$ cat src/shared/tild_pkg.sv
// Constants, field layout and carrier types of the trigger front end.
// Assumes a single 40 MHz clock and an AXI4-Lite register port.
package tild_pkg;
  localparam int unsigned CLK_PERIOD_PS = 25000;
  localparam int unsigned PREC_RES_PS   = 250;
  localparam int unsigned SYNC_RES_PS   = 4000;
  localparam int unsigned PREC_RES_CYC  = (PREC_RES_PS + CLK_PERIOD_PS - 1) / CLK_PERIOD_PS;
  localparam int unsigned SYNC_RES_CYC  = (SYNC_RES_PS + CLK_PERIOD_PS - 1) / CLK_PERIOD_PS;

  localparam int unsigned NUM_BP   = 2;
  localparam int unsigned SAMPLE_W = 16;

  localparam logic [7:0] ADDR_CTRL   = 8'h00;
  localparam logic [7:0] ADDR_LEVEL  = 8'h04;
  localparam logic [7:0] ADDR_RLEVEL = 8'h08;
  localparam logic [7:0] ADDR_BASE   = 8'h0C;
  localparam logic [7:0] ADDR_RECLEN = 8'h10;
  localparam logic [7:0] ADDR_STATUS = 8'h14;
  localparam logic [7:0] ADDR_TPOS   = 8'h18;

  localparam int unsigned CTRL_PREC_POL = 0;
  localparam int unsigned CTRL_SYNC_POL = 1;
  localparam int unsigned CTRL_DIR_LSB  = 2;
  localparam int unsigned CTRL_MASK_LSB = 4;
  localparam int unsigned CTRL_OUT_SEL  = 6;
  localparam int unsigned CTRL_LVL_FALL = 7;
  localparam int unsigned CTRL_BASE_EN  = 8;
  localparam int unsigned CTRL_CH_LSB   = 9;
  localparam int unsigned CTRL_SRC_LSB  = 11;
  localparam int unsigned CTRL_OUT_EN   = 13;

  localparam logic [31:0] CTRL_RST   = 32'h0000_0000;
  localparam logic [15:0] LEVEL_RST  = 16'h0000;
  localparam logic [15:0] RLEVEL_RST = 16'h0000;
  localparam logic [15:0] BASE_RST   = 16'h0000;
  localparam logic [15:0] RECLEN_RST = 16'h0100;

  localparam logic [1:0] RESP_OKAY   = 2'h0;
  localparam logic [1:0] RESP_SLVERR = 2'h2;

  typedef enum logic [1:0] {SRC_PREC, SRC_SYNC, SRC_BACKPLANE, SRC_LEVEL} tild_src_e;

  typedef struct packed {
    logic              prec;
    logic              sync;
    logic [NUM_BP-1:0] bp_in;
  } tild_pins_s;

  typedef struct packed {
    logic [NUM_BP-1:0] out;
    logic [NUM_BP-1:0] oe;
  } tild_bp_s;
endpackage

$ cat src/design/tild_edge_sync.sv
// Two-stage synchroniser with polarity-selectable edge pulse.
// Assumes din is asynchronous to clk and fall is a same-clock level.
`timescale 1ns/1ps
module tild_edge_sync (
  input  wire logic clk,
  input  wire logic rst_n,
  input  wire logic din,
  input  wire logic fall,
  output logic      lvl,
  output logic      pulse
);
  logic meta_r;
  logic sync_r;
  logic pulse_r;

  always_ff @(posedge clk) begin
    if (!rst_n) begin
      meta_r <= 1'b0;
      sync_r <= 1'b0;
    end else begin
      meta_r <= din;
      sync_r <= meta_r;
    end
  end

  // Edge seen between sync_r and the registered level
  always_ff @(posedge clk) begin
    if (!rst_n) begin
      lvl     <= 1'b0;
      pulse_r <= 1'b0;
    end else begin
      lvl     <= sync_r;
      pulse_r <= (sync_r != lvl) && (fall ? !sync_r : sync_r);
    end
  end

  assign pulse = pulse_r;
endmodule

$ cat src/design/tild_top.sv
// Trigger front end: external edge inputs, backplane ports, level trigger.
// Assumes AXI4-Lite master on aclk; trigger pins asynchronous to aclk.
`timescale 1ns/1ps
module tild_top #(
  parameter int unsigned NCH    = 4,
  parameter int unsigned ADDR_W = 8
) (
  input  wire logic                                aclk,
  input  wire logic                                aresetn,
  input  wire logic [ADDR_W-1:0]                   awaddr,
  input  wire logic                                awvalid,
  output logic                                     awready,
  input  wire logic [31:0]                         wdata,
  input  wire logic [3:0]                          wstrb,
  input  wire logic                                wvalid,
  output logic                                     wready,
  output logic [1:0]                               bresp,
  output logic                                     bvalid,
  input  wire logic                                bready,
  input  wire logic [ADDR_W-1:0]                   araddr,
  input  wire logic                                arvalid,
  output logic                                     arready,
  output logic [31:0]                              rdata,
  output logic [1:0]                               rresp,
  output logic                                     rvalid,
  input  wire logic                                rready,
  input  wire tild_pkg::tild_pins_s                pins,
  output tild_pkg::tild_bp_s                       bp_drv,
  input  wire logic [NCH-1:0][tild_pkg::SAMPLE_W-1:0] sample_data,
  input  wire logic                                sample_valid,
  output logic                                     trig_event,
  output logic                                     record_busy
);
  localparam int unsigned NB  = tild_pkg::NUM_BP;
  localparam int unsigned CHW = 2;

  logic [31:0] ctrl_r;
  logic [15:0] level_r;
  logic [15:0] rlevel_r;
  logic [15:0] base_r;
  logic [15:0] reclen_r;
  logic [31:0] tpos_r;
  logic [31:0] samp_cnt_r;
  logic [15:0] rec_cnt_r;
  logic        busy_r;
  logic        armed_r;
  logic        trig_r;
  logic [NB-1:0] bp_out_r;
  logic [NB-1:0] bp_oe_r;
  logic        bp_prev_r;
  logic        bp_pulse_r;

  logic        awready_r;
  logic        wready_r;
  logic        bvalid_r;
  logic        arready_r;
  logic        rvalid_r;
  logic [1:0]  bresp_r;
  logic [1:0]  rresp_r;
  logic [31:0] rdata_r;
  logic [ADDR_W-1:0] aw_addr_r;
  logic [31:0] w_data_r;
  logic [3:0]  w_strb_r;

  // Control fields
  logic                prec_fall;
  logic                sync_fall;
  logic [NB-1:0]       bp_dir;
  logic [NB-1:0]       bp_mask;
  logic                out_sel;
  logic                lvl_fall;
  logic                base_en;
  logic [CHW-1:0]      ch_sel;
  tild_pkg::tild_src_e src;
  logic                out_en;

  assign prec_fall = ctrl_r[tild_pkg::CTRL_PREC_POL];
  assign sync_fall = ctrl_r[tild_pkg::CTRL_SYNC_POL];
  assign bp_dir    = ctrl_r[tild_pkg::CTRL_DIR_LSB +: NB];
  assign bp_mask   = ctrl_r[tild_pkg::CTRL_MASK_LSB +: NB];
  assign out_sel   = ctrl_r[tild_pkg::CTRL_OUT_SEL];
  assign lvl_fall  = ctrl_r[tild_pkg::CTRL_LVL_FALL];
  assign base_en   = ctrl_r[tild_pkg::CTRL_BASE_EN];
  assign ch_sel    = ctrl_r[tild_pkg::CTRL_CH_LSB +: CHW];
  assign src       = tild_pkg::tild_src_e'(ctrl_r[tild_pkg::CTRL_SRC_LSB +: 2]);
  assign out_en    = ctrl_r[tild_pkg::CTRL_OUT_EN];

  // Front-panel inputs and backplane port synchronisers
  logic          prec_pulse;
  logic          sync_pulse;
  logic [NB-1:0] bp_lvl;

  tild_edge_sync u_prec (
    .clk   (aclk),
    .rst_n (aresetn),
    .din   (pins.prec),
    .fall  (prec_fall),
    .lvl   (),
    .pulse (prec_pulse)
  );

  tild_edge_sync u_sync (
    .clk   (aclk),
    .rst_n (aresetn),
    .din   (pins.sync),
    .fall  (sync_fall),
    .lvl   (),
    .pulse (sync_pulse)
  );

  for (genvar i = 0; i < NB; i++) begin : g_bp
    tild_edge_sync u_bp (
      .clk   (aclk),
      .rst_n (aresetn),
      .din   (pins.bp_in[i]),
      .fall  (1'b0),
      .lvl   (bp_lvl[i]),
      .pulse ()
    );
  end

  // Masked OR of backplane ports, independent of the output path
  logic bp_or;
  assign bp_or = |(bp_mask & bp_lvl);

  always_ff @(posedge aclk) begin
    if (!aresetn) begin
      bp_prev_r  <= 1'b0;
      bp_pulse_r <= 1'b0;
    end else begin
      bp_prev_r  <= bp_or;
      bp_pulse_r <= bp_or && !bp_prev_r;
    end
  end

  // Level trigger compare
  logic signed [16:0] smp;
  logic signed [16:0] rel;
  logic signed [16:0] lvl_s;
  logic signed [16:0] rlvl_s;
  logic               beyond;
  logic               rearm;
  logic               lvl_hit;

  assign smp    = 17'(signed'(sample_data[ch_sel]));
  assign rel    = base_en ? smp - 17'(signed'(base_r)) : smp;
  assign lvl_s  = 17'(signed'(level_r));
  assign rlvl_s = 17'(signed'(rlevel_r));
  assign beyond = lvl_fall ? (rel < lvl_s) : (rel > lvl_s);
  assign rearm  = lvl_fall ? (rel > rlvl_s) : (rel < rlvl_s);
  assign lvl_hit = sample_valid && armed_r && beyond;

  always_ff @(posedge aclk) begin
    if (!aresetn) begin
      armed_r <= 1'b0;
    end else if (sample_valid) begin
      if (lvl_hit) begin
        armed_r <= 1'b0;
      end else if (rearm) begin
        armed_r <= 1'b1;
      end
    end
  end

  always_ff @(posedge aclk) begin
    if (!aresetn) begin
      samp_cnt_r <= 32'h0000_0000;
    end else if (sample_valid) begin
      samp_cnt_r <= samp_cnt_r + 32'h0000_0001;
    end
  end

  // Source select and record gating
  logic sel_pulse;
  logic accept;

  always_comb begin
    unique case (src)
      tild_pkg::SRC_PREC:      sel_pulse = prec_pulse;
      tild_pkg::SRC_SYNC:      sel_pulse = sync_pulse;
      tild_pkg::SRC_BACKPLANE: sel_pulse = bp_pulse_r;
      tild_pkg::SRC_LEVEL:     sel_pulse = lvl_hit;
    endcase
  end

  assign accept = sel_pulse && !busy_r;

  always_ff @(posedge aclk) begin
    if (!aresetn) begin
      busy_r    <= 1'b0;
      rec_cnt_r <= 16'h0000;
      trig_r    <= 1'b0;
      tpos_r    <= 32'h0000_0000;
    end else begin
      trig_r <= accept;
      if (accept) begin
        busy_r    <= 1'b1;
        rec_cnt_r <= reclen_r;
        tpos_r    <= samp_cnt_r;
      end else if (busy_r && sample_valid) begin
        if (rec_cnt_r <= 16'h0001) begin
          busy_r <= 1'b0;
        end
        rec_cnt_r <= rec_cnt_r - 16'h0001;
      end
    end
  end

  // Backplane drive: per-port direction, chosen output port
  always_ff @(posedge aclk) begin
    if (!aresetn) begin
      bp_out_r <= '0;
      bp_oe_r  <= '0;
    end else begin
      bp_oe_r <= bp_dir;
      for (int i = 0; i < NB; i++) begin
        bp_out_r[i] <= accept && out_en && bp_dir[i] && (out_sel == i[0]);
      end
    end
  end

  assign bp_drv.out  = bp_out_r;
  assign bp_drv.oe   = bp_oe_r;
  assign trig_event  = trig_r;
  assign record_busy = busy_r;

  // AXI4-Lite write channel
  function automatic logic [31:0] merge(input logic [31:0] old, input logic [31:0] d, input logic [3:0] s);
    logic [31:0] r;
    r = old;
    for (int b = 0; b < 4; b++) begin
      if (s[b]) begin
        r[8*b +: 8] = d[8*b +: 8];
      end
    end
    return r;
  endfunction

  logic        do_write;
  logic [31:0] wr_val;
  assign do_write = !awready_r && !wready_r && !bvalid_r;

  always_ff @(posedge aclk) begin
    if (!aresetn) begin
      awready_r <= 1'b1;
      wready_r  <= 1'b1;
      bvalid_r  <= 1'b0;
      bresp_r   <= tild_pkg::RESP_OKAY;
      aw_addr_r <= '0;
      w_data_r  <= 32'h0000_0000;
      w_strb_r  <= 4'h0;
    end else begin
      if (awvalid && awready_r) begin
        awready_r <= 1'b0;
        aw_addr_r <= awaddr;
      end else if (bvalid_r && bready) begin
        awready_r <= 1'b1;
      end
      if (wvalid && wready_r) begin
        wready_r <= 1'b0;
        w_data_r <= wdata;
        w_strb_r <= wstrb;
      end else if (bvalid_r && bready) begin
        wready_r <= 1'b1;
      end
      if (do_write) begin
        bvalid_r <= 1'b1;
        bresp_r  <= (aw_addr_r[7:0] <= tild_pkg::ADDR_RECLEN && aw_addr_r[1:0] == 2'h0)
                    ? tild_pkg::RESP_OKAY : tild_pkg::RESP_SLVERR;
      end else if (bvalid_r && bready) begin
        bvalid_r <= 1'b0;
      end
    end
  end

  assign wr_val = merge(32'h0000_0000, w_data_r, w_strb_r);

  always_ff @(posedge aclk) begin
    if (!aresetn) begin
      ctrl_r   <= tild_pkg::CTRL_RST;
      level_r  <= tild_pkg::LEVEL_RST;
      rlevel_r <= tild_pkg::RLEVEL_RST;
      base_r   <= tild_pkg::BASE_RST;
      reclen_r <= tild_pkg::RECLEN_RST;
    end else if (do_write) begin
      unique case (aw_addr_r[7:0])
        tild_pkg::ADDR_CTRL:   ctrl_r   <= merge(ctrl_r, w_data_r, w_strb_r);
        tild_pkg::ADDR_LEVEL:  level_r  <= 16'(merge({16'h0000, level_r}, wr_val, w_strb_r));
        tild_pkg::ADDR_RLEVEL: rlevel_r <= 16'(merge({16'h0000, rlevel_r}, wr_val, w_strb_r));
        tild_pkg::ADDR_BASE:   base_r   <= 16'(merge({16'h0000, base_r}, wr_val, w_strb_r));
        tild_pkg::ADDR_RECLEN: reclen_r <= 16'(merge({16'h0000, reclen_r}, wr_val, w_strb_r));
        default: ;
      endcase
    end
  end

  // AXI4-Lite read channel
  always_ff @(posedge aclk) begin
    if (!aresetn) begin
      arready_r <= 1'b1;
      rvalid_r  <= 1'b0;
      rdata_r   <= 32'h0000_0000;
      rresp_r   <= tild_pkg::RESP_OKAY;
    end else if (arvalid && arready_r) begin
      arready_r <= 1'b0;
      rvalid_r  <= 1'b1;
      rresp_r   <= tild_pkg::RESP_OKAY;
      unique case (araddr[7:0])
        tild_pkg::ADDR_CTRL:   rdata_r <= ctrl_r;
        tild_pkg::ADDR_LEVEL:  rdata_r <= {16'h0000, level_r};
        tild_pkg::ADDR_RLEVEL: rdata_r <= {16'h0000, rlevel_r};
        tild_pkg::ADDR_BASE:   rdata_r <= {16'h0000, base_r};
        tild_pkg::ADDR_RECLEN: rdata_r <= {16'h0000, reclen_r};
        tild_pkg::ADDR_STATUS: rdata_r <= {28'h0000000, bp_lvl, armed_r, busy_r};
        tild_pkg::ADDR_TPOS:   rdata_r <= tpos_r;
        default: begin
          rdata_r <= 32'h0000_0000;
          rresp_r <= tild_pkg::RESP_SLVERR;
        end
      endcase
    end else if (rvalid_r && rready) begin
      rvalid_r  <= 1'b0;
      arready_r <= 1'b1;
    end
  end

  assign awready = awready_r;
  assign wready  = wready_r;
  assign bvalid  = bvalid_r;
  assign bresp   = bresp_r;
  assign arready = arready_r;
  assign rvalid  = rvalid_r;
  assign rdata   = rdata_r;
  assign rresp   = rresp_r;
endmodule

$ cat config.mk
export PLATFORM = sky130hd
export DESIGN_NAME = tild_top
export DESIGN_NICKNAME = d
export VERILOG_FILES = /design/src/shared/tild_pkg.sv /design/src/design/tild_edge_sync.sv /design/src/design/tild_top.sv
export SDC_FILE = /design/constraint.sdc
export NUM_CORES = 1
export LEC_CHECK = 0
export BUFFER_PORTS_ARGS = -buffer_cell sky130_fd_sc_hd__buf_4
export CORE_MARGIN = 1.5
export CORE_UTILIZATION = 40
export DETAILED_ROUTE_END_ITERATION = 10
export MAX_ROUTING_LAYER = met4
export PLACE_DENSITY = 0.69
export SYNTH_ARGS = -nofsm -noshare
export SYNTH_HDL_FRONTEND = slang
export SYNTH_SLANG_ARGS = --single-unit
$ cat constraint.sdc
create_clock -name aclk -period 7.45 [get_ports aclk]
set_clock_uncertainty 0.15 [all_clocks]
set_input_delay 0.745 -clock aclk [delete_from_list [all_inputs] [get_ports aclk]]
set_output_delay 0.745 -clock aclk [all_outputs]
set_load 0.01 [all_outputs]
==> impl_summary.log, run 1 <==
[metrics] share of the clock period used by the worst path after layout: 0.851
[metrics] aggregate routed wire length: 38.5 mm
[metrics] status: complete, no violations
[metrics] die outline height: 185 um
[metrics] number of buffers added on ports: 172
[metrics] synth top area cells: sky130_fd_sc_hd__dfxtp_1 (43%), sky130_fd_sc_hd__nand2_1 (7.2%), sky130_fd_sc_hd__a21oi_1 (6.5%), sky130_fd_sc_hd__mux2i_1 (5.4%), sky130_fd_sc_hd__nor2_1 (5.3%)
[metrics] Final nets: 1893
[metrics] clock tree from TritonCTS: done
[metrics] TritonCTS Buffers: 28
[metrics] Fin. Hold Viols: 0
[metrics] leading register cell type out of synthesis: sky130_fd_sc_hd__dfxtp_1
[metrics] half-perimeter wire length after placement: 27.3 mm
[metrics] timing endpoint of the critical path: tpos_r[21]
[metrics] count of antenna-violating nets left after detailed routing: 0
[metrics] proportion of layout cells with a drive suffix above 1: 0.161
[metrics] beginning of the worst register-to-register path: ctrl_r[9]
[metrics] global-route wire length before repair: 60.3 mm
[metrics] Synth Area per Inst: 8.45 um^2
[metrics] maximum fanout encountered on the critical timing path: 42
[metrics] Slew Viols, Final: 0
[metrics] R2R setup slack: 1.11 ns
[metrics] Max-slew headroom: 0.176
[metrics] DRT Pass-1 Iters: 5
[metrics] pin count of the biggest net entering global routing: 151
[metrics] number of antenna violations at the first check in global routing: 0
[metrics] most area-hungry cell type in the Yosys netlist: sky130_fd_sc_hd__dfxtp_1
[metrics] class of the most critical hold timing path: register to register
[metrics] die outline area: 34300 um^2
[metrics] slew at the pin closest to its max-slew limit: 1.23 ns
[metrics] CTS clock-pin slew for the worst setup and hold paths: 0.07 ns
[metrics] Worst EP required: 7.68 ns
[metrics] CTS Root Buffer Type: sky130_fd_sc_hd__clkbuf_16
[metrics] Worst Setup End Kind: register
[metrics] Max-cap violations: 0
[metrics] overall via count from detail_route: 12000
[metrics] achievable frequency: 0.158 GHz
[metrics] worst IR drop on VDD: 0.162 mV
[metrics] number of hold buffers added after CTS: 0
[metrics] Core Box Area: 32600 um^2
[metrics] asr flop ratio synth: 0
[metrics] Via density: 5.52
[metrics] number of synthesized flops with an enable pin: 0
[metrics] launch point of the worst hold path: bp_prev_r
[metrics] worst flop-to-flop path endpoint: tpos_r[21]
[metrics] Unique masters post-synth: 60
[metrics] Area Growth Syn to Fin: 19.4%
[metrics] cells after synthesis: 1571
[metrics] clock tree sinks: 282
[metrics] Lkg Pwr: 6.11 nW
[metrics] CTS-repair resized insts: 0
[metrics] deepest clock path buffer count: 3
[metrics] RSZ-0062 raised after global routing: false
[metrics] via count of the first global-routing pass: 11200
[metrics] IO Count: 175
[metrics] post-DR wirelength/cell: 17.7 um
[metrics] post-route core utilization: 0.486
[metrics] share of total power consumed by net switching: 0.235
[metrics] logic gate share of total power: 0.081
[metrics] crit path launch: ctrl_r[9]
[metrics] portion of the post-synthesis area used by sequential elements: 0.425
[metrics] drc violations: 0
[metrics] Setup TNS Final: 0 ns
[metrics] Net Switching: 768 uW
[metrics] Clock H-tree levels: 1
[metrics] worst path arrival time: 6.57 ns
[metrics] Setup-failing EPs final: 0
[metrics] Pint: 2.51 mW
[metrics] synthesized area: 13300 um^2
[metrics] startpoint kind of the worst setup timing path: register
[metrics] count of state elements after synthesis: 282
[metrics] Antenna Diode Count: 0
[metrics] share of Yosys cell area claimed by the top area cell type: 0.425
[metrics] combined global-route utilization of all metal layers: 0.227
[metrics] insertion delay of the later-clocked pin in the worst-skew pair: 0.55 ns
[metrics] residual overflow from global routing: 0
[metrics] worst setup path class: register to register
[metrics] die extent in x: 185 um
[metrics] count of synthesis-stage warnings from yosys: 0
[metrics] number of cells on the worst reg-to-reg path: 19
[metrics] initial standard-cell utilization of the core: 0.407
[metrics] overall power after layout: 3.27 mW
[metrics] portion of total power attributed to sequential cells: 0.478
[metrics] number of rows in the core area: 66
[metrics] power density cells: 206 nW/um^2
[metrics] number of DRC violations after detailed-routing iteration 0: 1014
[metrics] Clk pwr share: 0.441
[metrics] final weighted congestion of routability-driven global placement: 0.917
[metrics] Post CTS Setup Buffer Count: 0
[metrics] shortest clock period the worst path allows after layout: 6.34 ns
[metrics by stage]
step                      worst slack, ns  instance area [um^2]  hold slack (ns)  instances
after floorplan                      1.51                 13300            0.226       1572
after global placement               1.27                 14900            0.230       2122
after detailed placement             1.06                 14900            0.240       2122
after CTS                            1.11                 15900            0.244       2172
after global routing                0.604                 15900            0.256       2172
final                                1.11                 15900            0.249       2172
[per-layer routing]
metal  routed length (um)  part of all wire  track usage
met5                    0                 0            -
met4                  706             0.018       0.0550
met3                 2820             0.073       0.0283
met2                17300              0.45        0.361
met1                17700              0.46        0.307
[layout by cell type, fill, tap and decap left out, types with 18 or more instances in the layout]
cell	synthesis	final
sky130_fd_sc_hd__dfxtp_1	282	282
sky130_fd_sc_hd__nand2_1	256	255
sky130_fd_sc_hd__buf_4	2	188
sky130_fd_sc_hd__nor2_1	187	186
sky130_fd_sc_hd__a21oi_1	172	172
sky130_fd_sc_hd__mux2i_1	72	72
sky130_fd_sc_hd__inv_1	65	64
sky130_fd_sc_hd__a22oi_1	60	60
sky130_fd_sc_hd__ha_1	54	54
sky130_fd_sc_hd__nand3_1	37	37
sky130_fd_sc_hd__clkbuf_16	0	29
sky130_fd_sc_hd__o21ai_0	28	28
sky130_fd_sc_hd__xor2_1	24	24
sky130_fd_sc_hd__xnor2_1	23	23
sky130_fd_sc_hd__and2_1	19	19
sky130_fd_sc_hd__nand4_1	19	19
sky130_fd_sc_hd__nor3_1	20	18
sky130_fd_sc_hd__a31oi_1	18	18
[registers in the layout, summed over array words and instances (netlist names), 2 cells and up]
signal            flops
ctrl_r               32
rdata                32
samp_cnt_r           32
tpos_r               32
w_data_r             32
base_r               16
level_r              16
rec_cnt_r            16
reclen_r             16
rlevel_r             16
aw_addr_r             8
w_strb_r              4
bp_oe_r               2
bp_out_r              2
g_bp.u_bp.lvl         2
g_bp.u_bp.meta_r      2
g_bp.u_bp.sync_r      2
[cells by family (layout without fill, tap and decap cells)]
family,count (synthesis),after routing,synth area share
and+or+nand+nor,605,605,0.199
AOI/OAI and AO/OA,340,340,0.160
DFF,282,282,0.425
buffers and inverters,146,304,0.0461
muxes,95,95,0.0865
adders and majority gates,55,55,0.0524
xor gates and xnor gates,47,47,0.0310
other,1,2,0.000282
[synth_stat cells (8+ instances only)]
cell type                  instances
sky130_fd_sc_hd__and2_1           19
sky130_fd_sc_hd__nand2_1         256
sky130_fd_sc_hd__nor2_1          187
sky130_fd_sc_hd__dfxtp_1         282
sky130_fd_sc_hd__xnor2_1          23
sky130_fd_sc_hd__a21oi_1         172
sky130_fd_sc_hd__a22oi_1          60
sky130_fd_sc_hd__nand2b_1          9
sky130_fd_sc_hd__xor2_1           24
sky130_fd_sc_hd__o21ai_0          28
sky130_fd_sc_hd__a211oi_1          8
sky130_fd_sc_hd__nand3_1          37
sky130_fd_sc_hd__mux4_2           15
sky130_fd_sc_hd__nor3_1           20
sky130_fd_sc_hd__a211oi_2         11
sky130_fd_sc_hd__nand4_1          19
sky130_fd_sc_hd__clkbuf_1         61
sky130_fd_sc_hd__a31oi_1          18
sky130_fd_sc_hd__or3_1            12
sky130_fd_sc_hd__inv_1            65
sky130_fd_sc_hd__ha_1             54
sky130_fd_sc_hd__and3_1           14
sky130_fd_sc_hd__mux2i_1          72
sky130_fd_sc_hd__a21o_1           10
sky130_fd_sc_hd__mux2_2            8
[how the worst min path moves through the flow]
stage,cells after the start,slack [ns],endpoint
global route,2,0.26,u_sync.meta_r
CTS,2,0.24,u_sync.meta_r
floorplan,1,0.23,bp_pulse_r
detailed placement,1,0.24,bp_pulse_r
global placement,1,0.23,bp_pulse_r
finish,1,0.25,bp_pulse_r
[power by group through the flow]
stage	clock network [mW]	logic [mW]	registers (mW)
2_1_floorplan	0	0.163	1.59
3_3_place_gp	0	0.258	1.60
3_5_place_dp	0	0.264	1.60
4_1_cts	1.46	0.265	1.56
5_1_grt	1.52	0.293	1.57
6_report	1.44	0.265	1.57
[worst max-delay path, stage by stage (launching register included)]
cell                        delay (ns)
sky130_fd_sc_hd__dfxtp_1          0.61
sky130_fd_sc_hd__buf_4            0.33
sky130_fd_sc_hd__mux4_2           0.57
sky130_fd_sc_hd__ha_1             0.34
sky130_fd_sc_hd__a2111o_1         0.43
sky130_fd_sc_hd__o2111ai_1        0.24
sky130_fd_sc_hd__a21boi_0         0.17
sky130_fd_sc_hd__o211ai_1         0.25
sky130_fd_sc_hd__nand3_1          0.10
sky130_fd_sc_hd__a31o_2           0.25
sky130_fd_sc_hd__ha_1             0.29
sky130_fd_sc_hd__nand4_1          0.18
sky130_fd_sc_hd__nor4_1           0.51
sky130_fd_sc_hd__a21boi_0         0.30
sky130_fd_sc_hd__o31ai_2          0.13
sky130_fd_sc_hd__mux2i_1          0.23
sky130_fd_sc_hd__o21ai_4          0.19
sky130_fd_sc_hd__buf_4            0.52
sky130_fd_sc_hd__mux2i_1          0.28
sky130_fd_sc_hd__nor2_1           0.06
[layout make-up]
class | instances | area, um^2
clock buffer | 42 | 845
fill | 3120 | 16800
sequential | 282 | 5650
tap | 442 | 553
clock inverter | 8 | 101
multi-input combinational | 1144 | 7060
inverter | 66 | 253
timing repair buffer | 188 | 1410
No activity file was read; power rests on OpenSTA's default activity.
==> run 2, diff against run 1 <==
Settings changed: BUFFER_PORTS_ARGS -buffer_cell sky130_fd_sc_hd__buf_4 to default, CORE_MARGIN 1.5 to 2, DONT_BUFFER_PORTS from default to 1, PLACE_DENSITY 0.69 to 0.64.
==> impl_summary.log, run 2 (synthesis results as in run 1) <==
[metrics] aggregate routed wire length: 37.7 mm (-2.1%)
[metrics] die extent in x: 186 um (+0.54%)
[metrics] residual overflow from global routing: 0 (unchanged)
[metrics] startpoint kind of the worst setup timing path: register
[metrics] number of buffers added on ports: 0 (-100%)
[metrics] initial standard-cell utilization of the core: 0.407 (unchanged)
[metrics] Final nets: 1722 (-9.0%)
[metrics] Max-slew headroom: 0.275 (+0.0985)
[metrics] pin count of the biggest net entering global routing: 99 (-34%)
[metrics] post-route core utilization: 0.449 (-0.0374)
[metrics] half-perimeter wire length after placement: 26.9 mm (-1.5%)
[metrics] most common library cell in the layout ignoring fill and taps: sky130_fd_sc_hd__dfxtp_1
[metrics] power density cells: 226 nW/um^2 (+9.6%)
[metrics] delay of the slowest cell on the worst path: 0.69 ns (+0.08 ns)
[metrics] Max-cap violations: 0 (unchanged)
[metrics] TritonCTS Buffers: 29 (+3.6%)
[metrics] deepest clock path buffer count: 3 (unchanged)
[metrics] DRT Pass-1 Iters: 6 (+1)
[metrics] Area Growth Syn to Fin: 10.3%
[metrics] share of the clock period used by the worst path after layout: 0.898 (+0.0462)
[metrics] shortest clock period the worst path allows after layout: 6.69 ns (+0.345 ns)
[metrics] worst path arrival time: 6.93 ns (+0.36 ns)
[metrics] Fin. Hold Viols: 0 (unchanged)
[metrics] kind of cell adding the most delay to the critical path: compound AO/OA/AOI/OAI gates
[metrics] class of the most critical hold timing path: input pin to register
[metrics] insertion delay of the later-clocked pin in the worst-skew pair: 0.54 ns (about the same)
[metrics] die outline height: 186 um (+0.54%)
[metrics] R2R setup slack: 0.76 ns (-0.34 ns)
[metrics] worst setup path class: register to register
[metrics] IO Count: 175 (unchanged)
[metrics] worst IR drop on VDD: 0.200 mV (+23%)
[metrics] overall power after layout: 3.31 mW (+1.2%)
[metrics] FILL cells: 3198 (+2.5%)
[metrics] CTS-repair resized insts: 0 (unchanged)
[metrics] Worst EP required: 7.69 ns (about the same)
[metrics] number of antenna violations at the first check in global routing: 0 (unchanged)
[metrics] clock tree from TritonCTS: done
[metrics] status: complete, no violations
[metrics] Setup-failing EPs final: 0 (unchanged)
[metrics] combined global-route utilization of all metal layers: 0.219 (-0.00868)
[metrics] CTS clock-pin slew for the worst setup and hold paths: 0.06 ns (about the same)
[metrics] cell with the largest stage delay on the worst path: sky130_fd_sc_hd__buf_4
[metrics] die outline area: 34700 um^2 (+1.1%)
[metrics] Slew Viols, Final: 0 (unchanged)
[metrics] achievable frequency: 0.150 GHz (-5.2%)
[metrics] Core Box Area: 32600 um^2 (unchanged)
[metrics] global-route wire length before repair: 57.9 mm (-3.9%)
[metrics] DP Area: 13600 um^2 (-8.7%)
[metrics] final worst-path setup slack: 0.763 ns (-0.345 ns)
[metrics] final weighted congestion of routability-driven global placement: 0.913 (-0.47%)
[metrics] CTS Root Buffer Type: sky130_fd_sc_hd__clkbuf_16
[metrics] Post-Layout Inst Area: 14600 um^2 (-7.7%)
[metrics] Worst Hold Slack: 0.133 ns (-0.117 ns)
[metrics] Worst Setup End Kind: register
[metrics] count of antenna-violating nets left after detailed routing: 0 (unchanged)
[metrics] final cell count without fillers: 2003 (-7.8%)
[metrics] number of rows in the core area: 66 (unchanged)
[metrics] number of placed cells counting well taps: 1950 (-8.1%)
[metrics] number of hold buffers added after CTS: 0 (unchanged)
[metrics] number of DRC violations after detailed-routing iteration 0: 946 (-6.7%)
[metrics] Setup TNS Final: 0 ns (unchanged)
[metrics] Clock H-tree levels: 1 (unchanged)
[metrics] overall via count from detail_route: 11100 (-7.2%)
[metrics] drc violations: 0 (unchanged)
[metrics] minimum setup slack after placement: 0.803 ns (-0.256 ns)
[metrics] Lkg Pwr: 5.31 nW (-13%)
[metrics] critical path cell sequence: buf_4 > mux4_2 > ha_1 > a2111o_1 > o2111ai_1 > a21boi_0 > o211ai_1 > nand3_1 > a31o_2 > ha_1 > a21oi_1 > o21bai_1 > or4_1 > o31ai_2 > mux2i_1 > o21ai_4 > buf_4 > mux2i_1 > nor2_1
[metrics] proportion of layout cells with a drive suffix above 1: 0.0711 (-0.0902)
[metrics] most used cells in the layout excluding fill and tap cells: sky130_fd_sc_hd__dfxtp_1 (282), sky130_fd_sc_hd__nand2_1 (256), sky130_fd_sc_hd__nor2_1 (186)
[metrics] Via density: 5.55 (+0.60%)
[metrics] via count of the first global-routing pass: 10400 (-6.4%)
[metrics] RSZ-0062 raised after global routing: false
[metrics] maximum fanout encountered on the critical timing path: 52 (+24%)
[metrics] slew at the pin closest to its max-slew limit: 1.08 ns (-0.147 ns)
[metrics] crit path buf inv count: 2 (unchanged)
[metrics] clock tree sinks: 282 (unchanged)
[metrics] Antenna Diode Count: 0 (unchanged)
[metrics] post-DR wirelength/cell: 18.8 um (+6.1%)
[metrics] Post CTS Setup Buffer Count: 0 (unchanged)
## run 2: cell types whose count changed in the layout (fill, tap and decap cells not counted), sizes merged
cell      previous run  this run
bufinv               2         4
buf                188        16
clkinv               4         8
clkinvlp             3         1
clkbuf              42        41
## run 2: routing by layer
layer,share of wire,global-route usage,up-vias
met2,0.43,0.338,462
met4,0.020,0.0498,0
met3,0.089,0.0347,61
met5,0,-,-
li1,-,-,5395
met1,0.46,0.301,5204
## run 2: final timing paths
kind | from | to | cells past startpoint
max | ctrl_r[9] | tpos_r[14] | 19
min | aresetn | arready | 1
max reg2reg | ctrl_r[9] | tpos_r[14] | 19
min reg2reg | bp_prev_r | bp_pulse_r | 1
## run 2: cell type report
class                           count  area, um^2  area share
Multi-Input combinational cell   1144        7050       0.482
Sequential cell                   282        5650       0.385
Timing Repair Buffer               16         120     0.00820
Inverter                           66         253      0.0173
Tap cell                          442         553      0.0378
Clock inverter                     12         170      0.0116
Clock buffer                       41         851      0.0581
## run 2: power breakdown
part / internal (mW) / total (mW) / switching (mW)
Combinational: 0.0763 / 0.201 / 0.125
Sequential: 1.53 / 1.57 / 0.0345
Clock: 0.932 / 1.54 / 0.612
Total: 2.54 / 3.31 / 0.771
==> run 3, diff against run 2 <==
Settings changed: CORE_UTILIZATION 40 to 64, PLACE_DENSITY 0.64 to 0.9.
==> impl_summary.log, run 3 (synthesis results as in run 1) <==
[metrics] status: complete, no violations
[metrics] clock tree sinks: 282 (unchanged)
[metrics] Final nets: 1719 (-0.17%)
[metrics] global-route wire length before repair: 57.6 mm (-0.58%)
[metrics] Worst EP required: 7.66 ns (-0.03 ns)
[metrics] overall power after layout: 3.20 mW (-3.4%)
[metrics] Slew Viols, Final: 0 (unchanged)
[metrics] deepest clock path buffer count: 3 (unchanged)
[metrics] insertion delay of the later-clocked pin in the worst-skew pair: 0.53 ns (about the same)
[metrics] Setup TNS Final: 0 ns (unchanged)
[metrics] most common library cell in the layout ignoring fill and taps: sky130_fd_sc_hd__dfxtp_1
[metrics] slew at the pin closest to its max-slew limit: 1.29 ns (+0.210 ns)
[metrics] number of buffers added on ports: 0 (unchanged)
[metrics] TritonCTS Buffers: 27 (-6.9%)
[metrics] CTS-repair resized insts: 0 (unchanged)
[metrics] startpoint kind of the worst setup timing path: register
[metrics] number of antenna violations at the first check in global routing: 0 (unchanged)
[metrics] Core Box Area: 20300 um^2 (-38%)
[metrics] IO Count: 175 (unchanged)
[metrics] shortest clock period the worst path allows after layout: 6.44 ns (-0.251 ns)
[metrics] worst setup path class: register to register
[metrics] DRT Pass-1 Iters: 7 (+1)
[metrics] Clock H-tree levels: 1 (unchanged)
[metrics] Lkg Pwr: 5.27 nW (-0.68%)
[metrics] CTS Root Buffer Type: sky130_fd_sc_hd__clkbuf_16
[metrics] pin count of the biggest net entering global routing: 149 (+51%)
[metrics] class of the most critical hold timing path: input pin to register
[metrics] die extent in x: 148 um (-20%)
[metrics] Max-cap violations: 0 (unchanged)
[metrics] post-route core utilization: 0.708 (+0.259)
[metrics] worst path arrival time: 6.65 ns (-0.28 ns)
[metrics] Worst Setup End Kind: register
[metrics] post-DR wirelength/cell: 20.0 um (+6.5%)
[metrics] Area Growth Syn to Fin: 8.17%
[metrics] residual overflow from global routing: 0 (unchanged)
[metrics] number of placed cells counting well taps: 1777 (-8.9%)
[metrics] minimum setup slack after placement: 1.08 ns (+0.280 ns)
[metrics] via count of the first global-routing pass: 11300 (+8.2%)
[metrics] initial standard-cell utilization of the core: 0.654 (+0.247)
[metrics] most used cells in the layout excluding fill and tap cells: sky130_fd_sc_hd__dfxtp_1 (282), sky130_fd_sc_hd__nand2_1 (256), sky130_fd_sc_hd__nor2_1 (186)
[metrics] Setup-failing EPs final: 0 (unchanged)
[metrics] share of the clock period used by the worst path after layout: 0.864 (-0.0337)
[metrics] final weighted congestion of routability-driven global placement: 0.944 (+3.4%)
[metrics] die outline area: 21900 um^2 (-37%)
[metrics] number of hold buffers added after CTS: 0 (unchanged)
[metrics] Fin. Hold Viols: 0 (unchanged)
[metrics] Post CTS Setup Buffer Count: 0 (unchanged)
[metrics] count of antenna-violating nets left after detailed routing: 0 (unchanged)
[metrics] clock tree from TritonCTS: done
[metrics] maximum fanout encountered on the critical timing path: 21 (-60%)
[metrics] CTS clock-pin slew for the worst setup and hold paths: 0.06 ns (about the same)
[metrics] final cell count without fillers: 1826 (-8.8%)
[metrics] Via density: 6.40 (+15%)
[metrics] worst IR drop on VDD: 0.185 mV (-7.2%)
[metrics] drc violations: 0 (unchanged)
[metrics] DP Area: 13400 um^2 (-1.5%)
[metrics] die outline height: 148 um (-20%)
[metrics] Max-slew headroom: 0.134 (-0.140)
[metrics] half-perimeter wire length after placement: 25.1 mm (-6.6%)
[metrics] Worst Hold Slack: 0.139 ns (+0.00640 ns)
[metrics] proportion of layout cells with a drive suffix above 1: 0.0688 (-0.00234)
[metrics] number of DRC violations after detailed-routing iteration 0: 1360 (+44%)
[metrics] aggregate routed wire length: 36.6 mm (-2.9%)
[metrics] RSZ-0062 raised after global routing: false
[metrics] achievable frequency: 0.155 GHz (+3.9%)
[metrics] power density cells: 223 nW/um^2 (-1.5%)
[metrics] Antenna Diode Count: 0 (unchanged)
[metrics] combined global-route utilization of all metal layers: 0.335 (+0.116)
[metrics] number of rows in the core area: 52 (-21%)
[metrics] Post-Layout Inst Area: 14400 um^2 (-1.9%)
[metrics] overall via count from detail_route: 11700 (+5.2%)
[metrics] final worst-path setup slack: 1.01 ns (+0.251 ns)
## run 3: routing by layer
metal  GRT usage  vias up  routed length [um]
li1            -     5402                   -
met1       0.419     5509               14500
met2       0.539      699               16800
met3      0.0706       85                4120
met4       0.124        0                1130
met5           -        -                   0
## run 3: cell type report
type | instances | area (um^2)
tap | 270 | 338
clock inverter | 11 | 143
clock buffer | 38 | 797
inverter | 66 | 253
sequential | 282 | 5650
fill | 1492 | 5930
timing repair buffer | 15 | 138
multi-input combinational | 1144 | 7050
## run 3: where the power goes
group / leakage, nW / switching, mW / total, mW / internal (mW)
registers: 2.28 / 0.0357 / 1.57 / 1.53
clock network: 0.461 / 0.577 / 1.43 / 0.850
logic: 2.53 / 0.127 / 0.204 / 0.0766
total: 5.27 / 0.740 / 3.20 / 2.46
## run 3: critical path: stages (launching register included)
cell and delay (ns):
sky130_fd_sc_hd__dfxtp_1 0.47, sky130_fd_sc_hd__mux2_2 0.37, sky130_fd_sc_hd__o21ai_0 0.34, sky130_fd_sc_hd__inv_1 0.09
sky130_fd_sc_hd__ha_1 0.28, sky130_fd_sc_hd__nor2b_1 0.16, sky130_fd_sc_hd__o211ai_1 0.15, sky130_fd_sc_hd__nand3_1 0.11
sky130_fd_sc_hd__o2111ai_1 0.16, sky130_fd_sc_hd__a311oi_1 0.48, sky130_fd_sc_hd__o21ai_0 0.22, sky130_fd_sc_hd__nand3_1 0.12
sky130_fd_sc_hd__o211ai_1 0.16, sky130_fd_sc_hd__ha_1 0.34, sky130_fd_sc_hd__nand4_1 0.18, sky130_fd_sc_hd__nor4_1 0.45
sky130_fd_sc_hd__a21boi_0 0.31, sky130_fd_sc_hd__o31ai_2 0.13, sky130_fd_sc_hd__mux2i_1 0.25, sky130_fd_sc_hd__o21ai_4 0.71
sky130_fd_sc_hd__buf_12 0.26, sky130_fd_sc_hd__mux2i_1 0.30, sky130_fd_sc_hd__nor2_1 0.08
## run 3: final timing paths
check / start / endpoint / slack (ns) / cells past startpoint
hold reg to reg: bp_prev_r / bp_pulse_r / 0.29 / 1
hold / removal: aresetn / arready / 0.14 / 1
setup reg to reg: ctrl_r[10] / tpos_r[16] / 1.01 / 22
setup / recovery: ctrl_r[10] / tpos_r[16] / 1.01 / 22
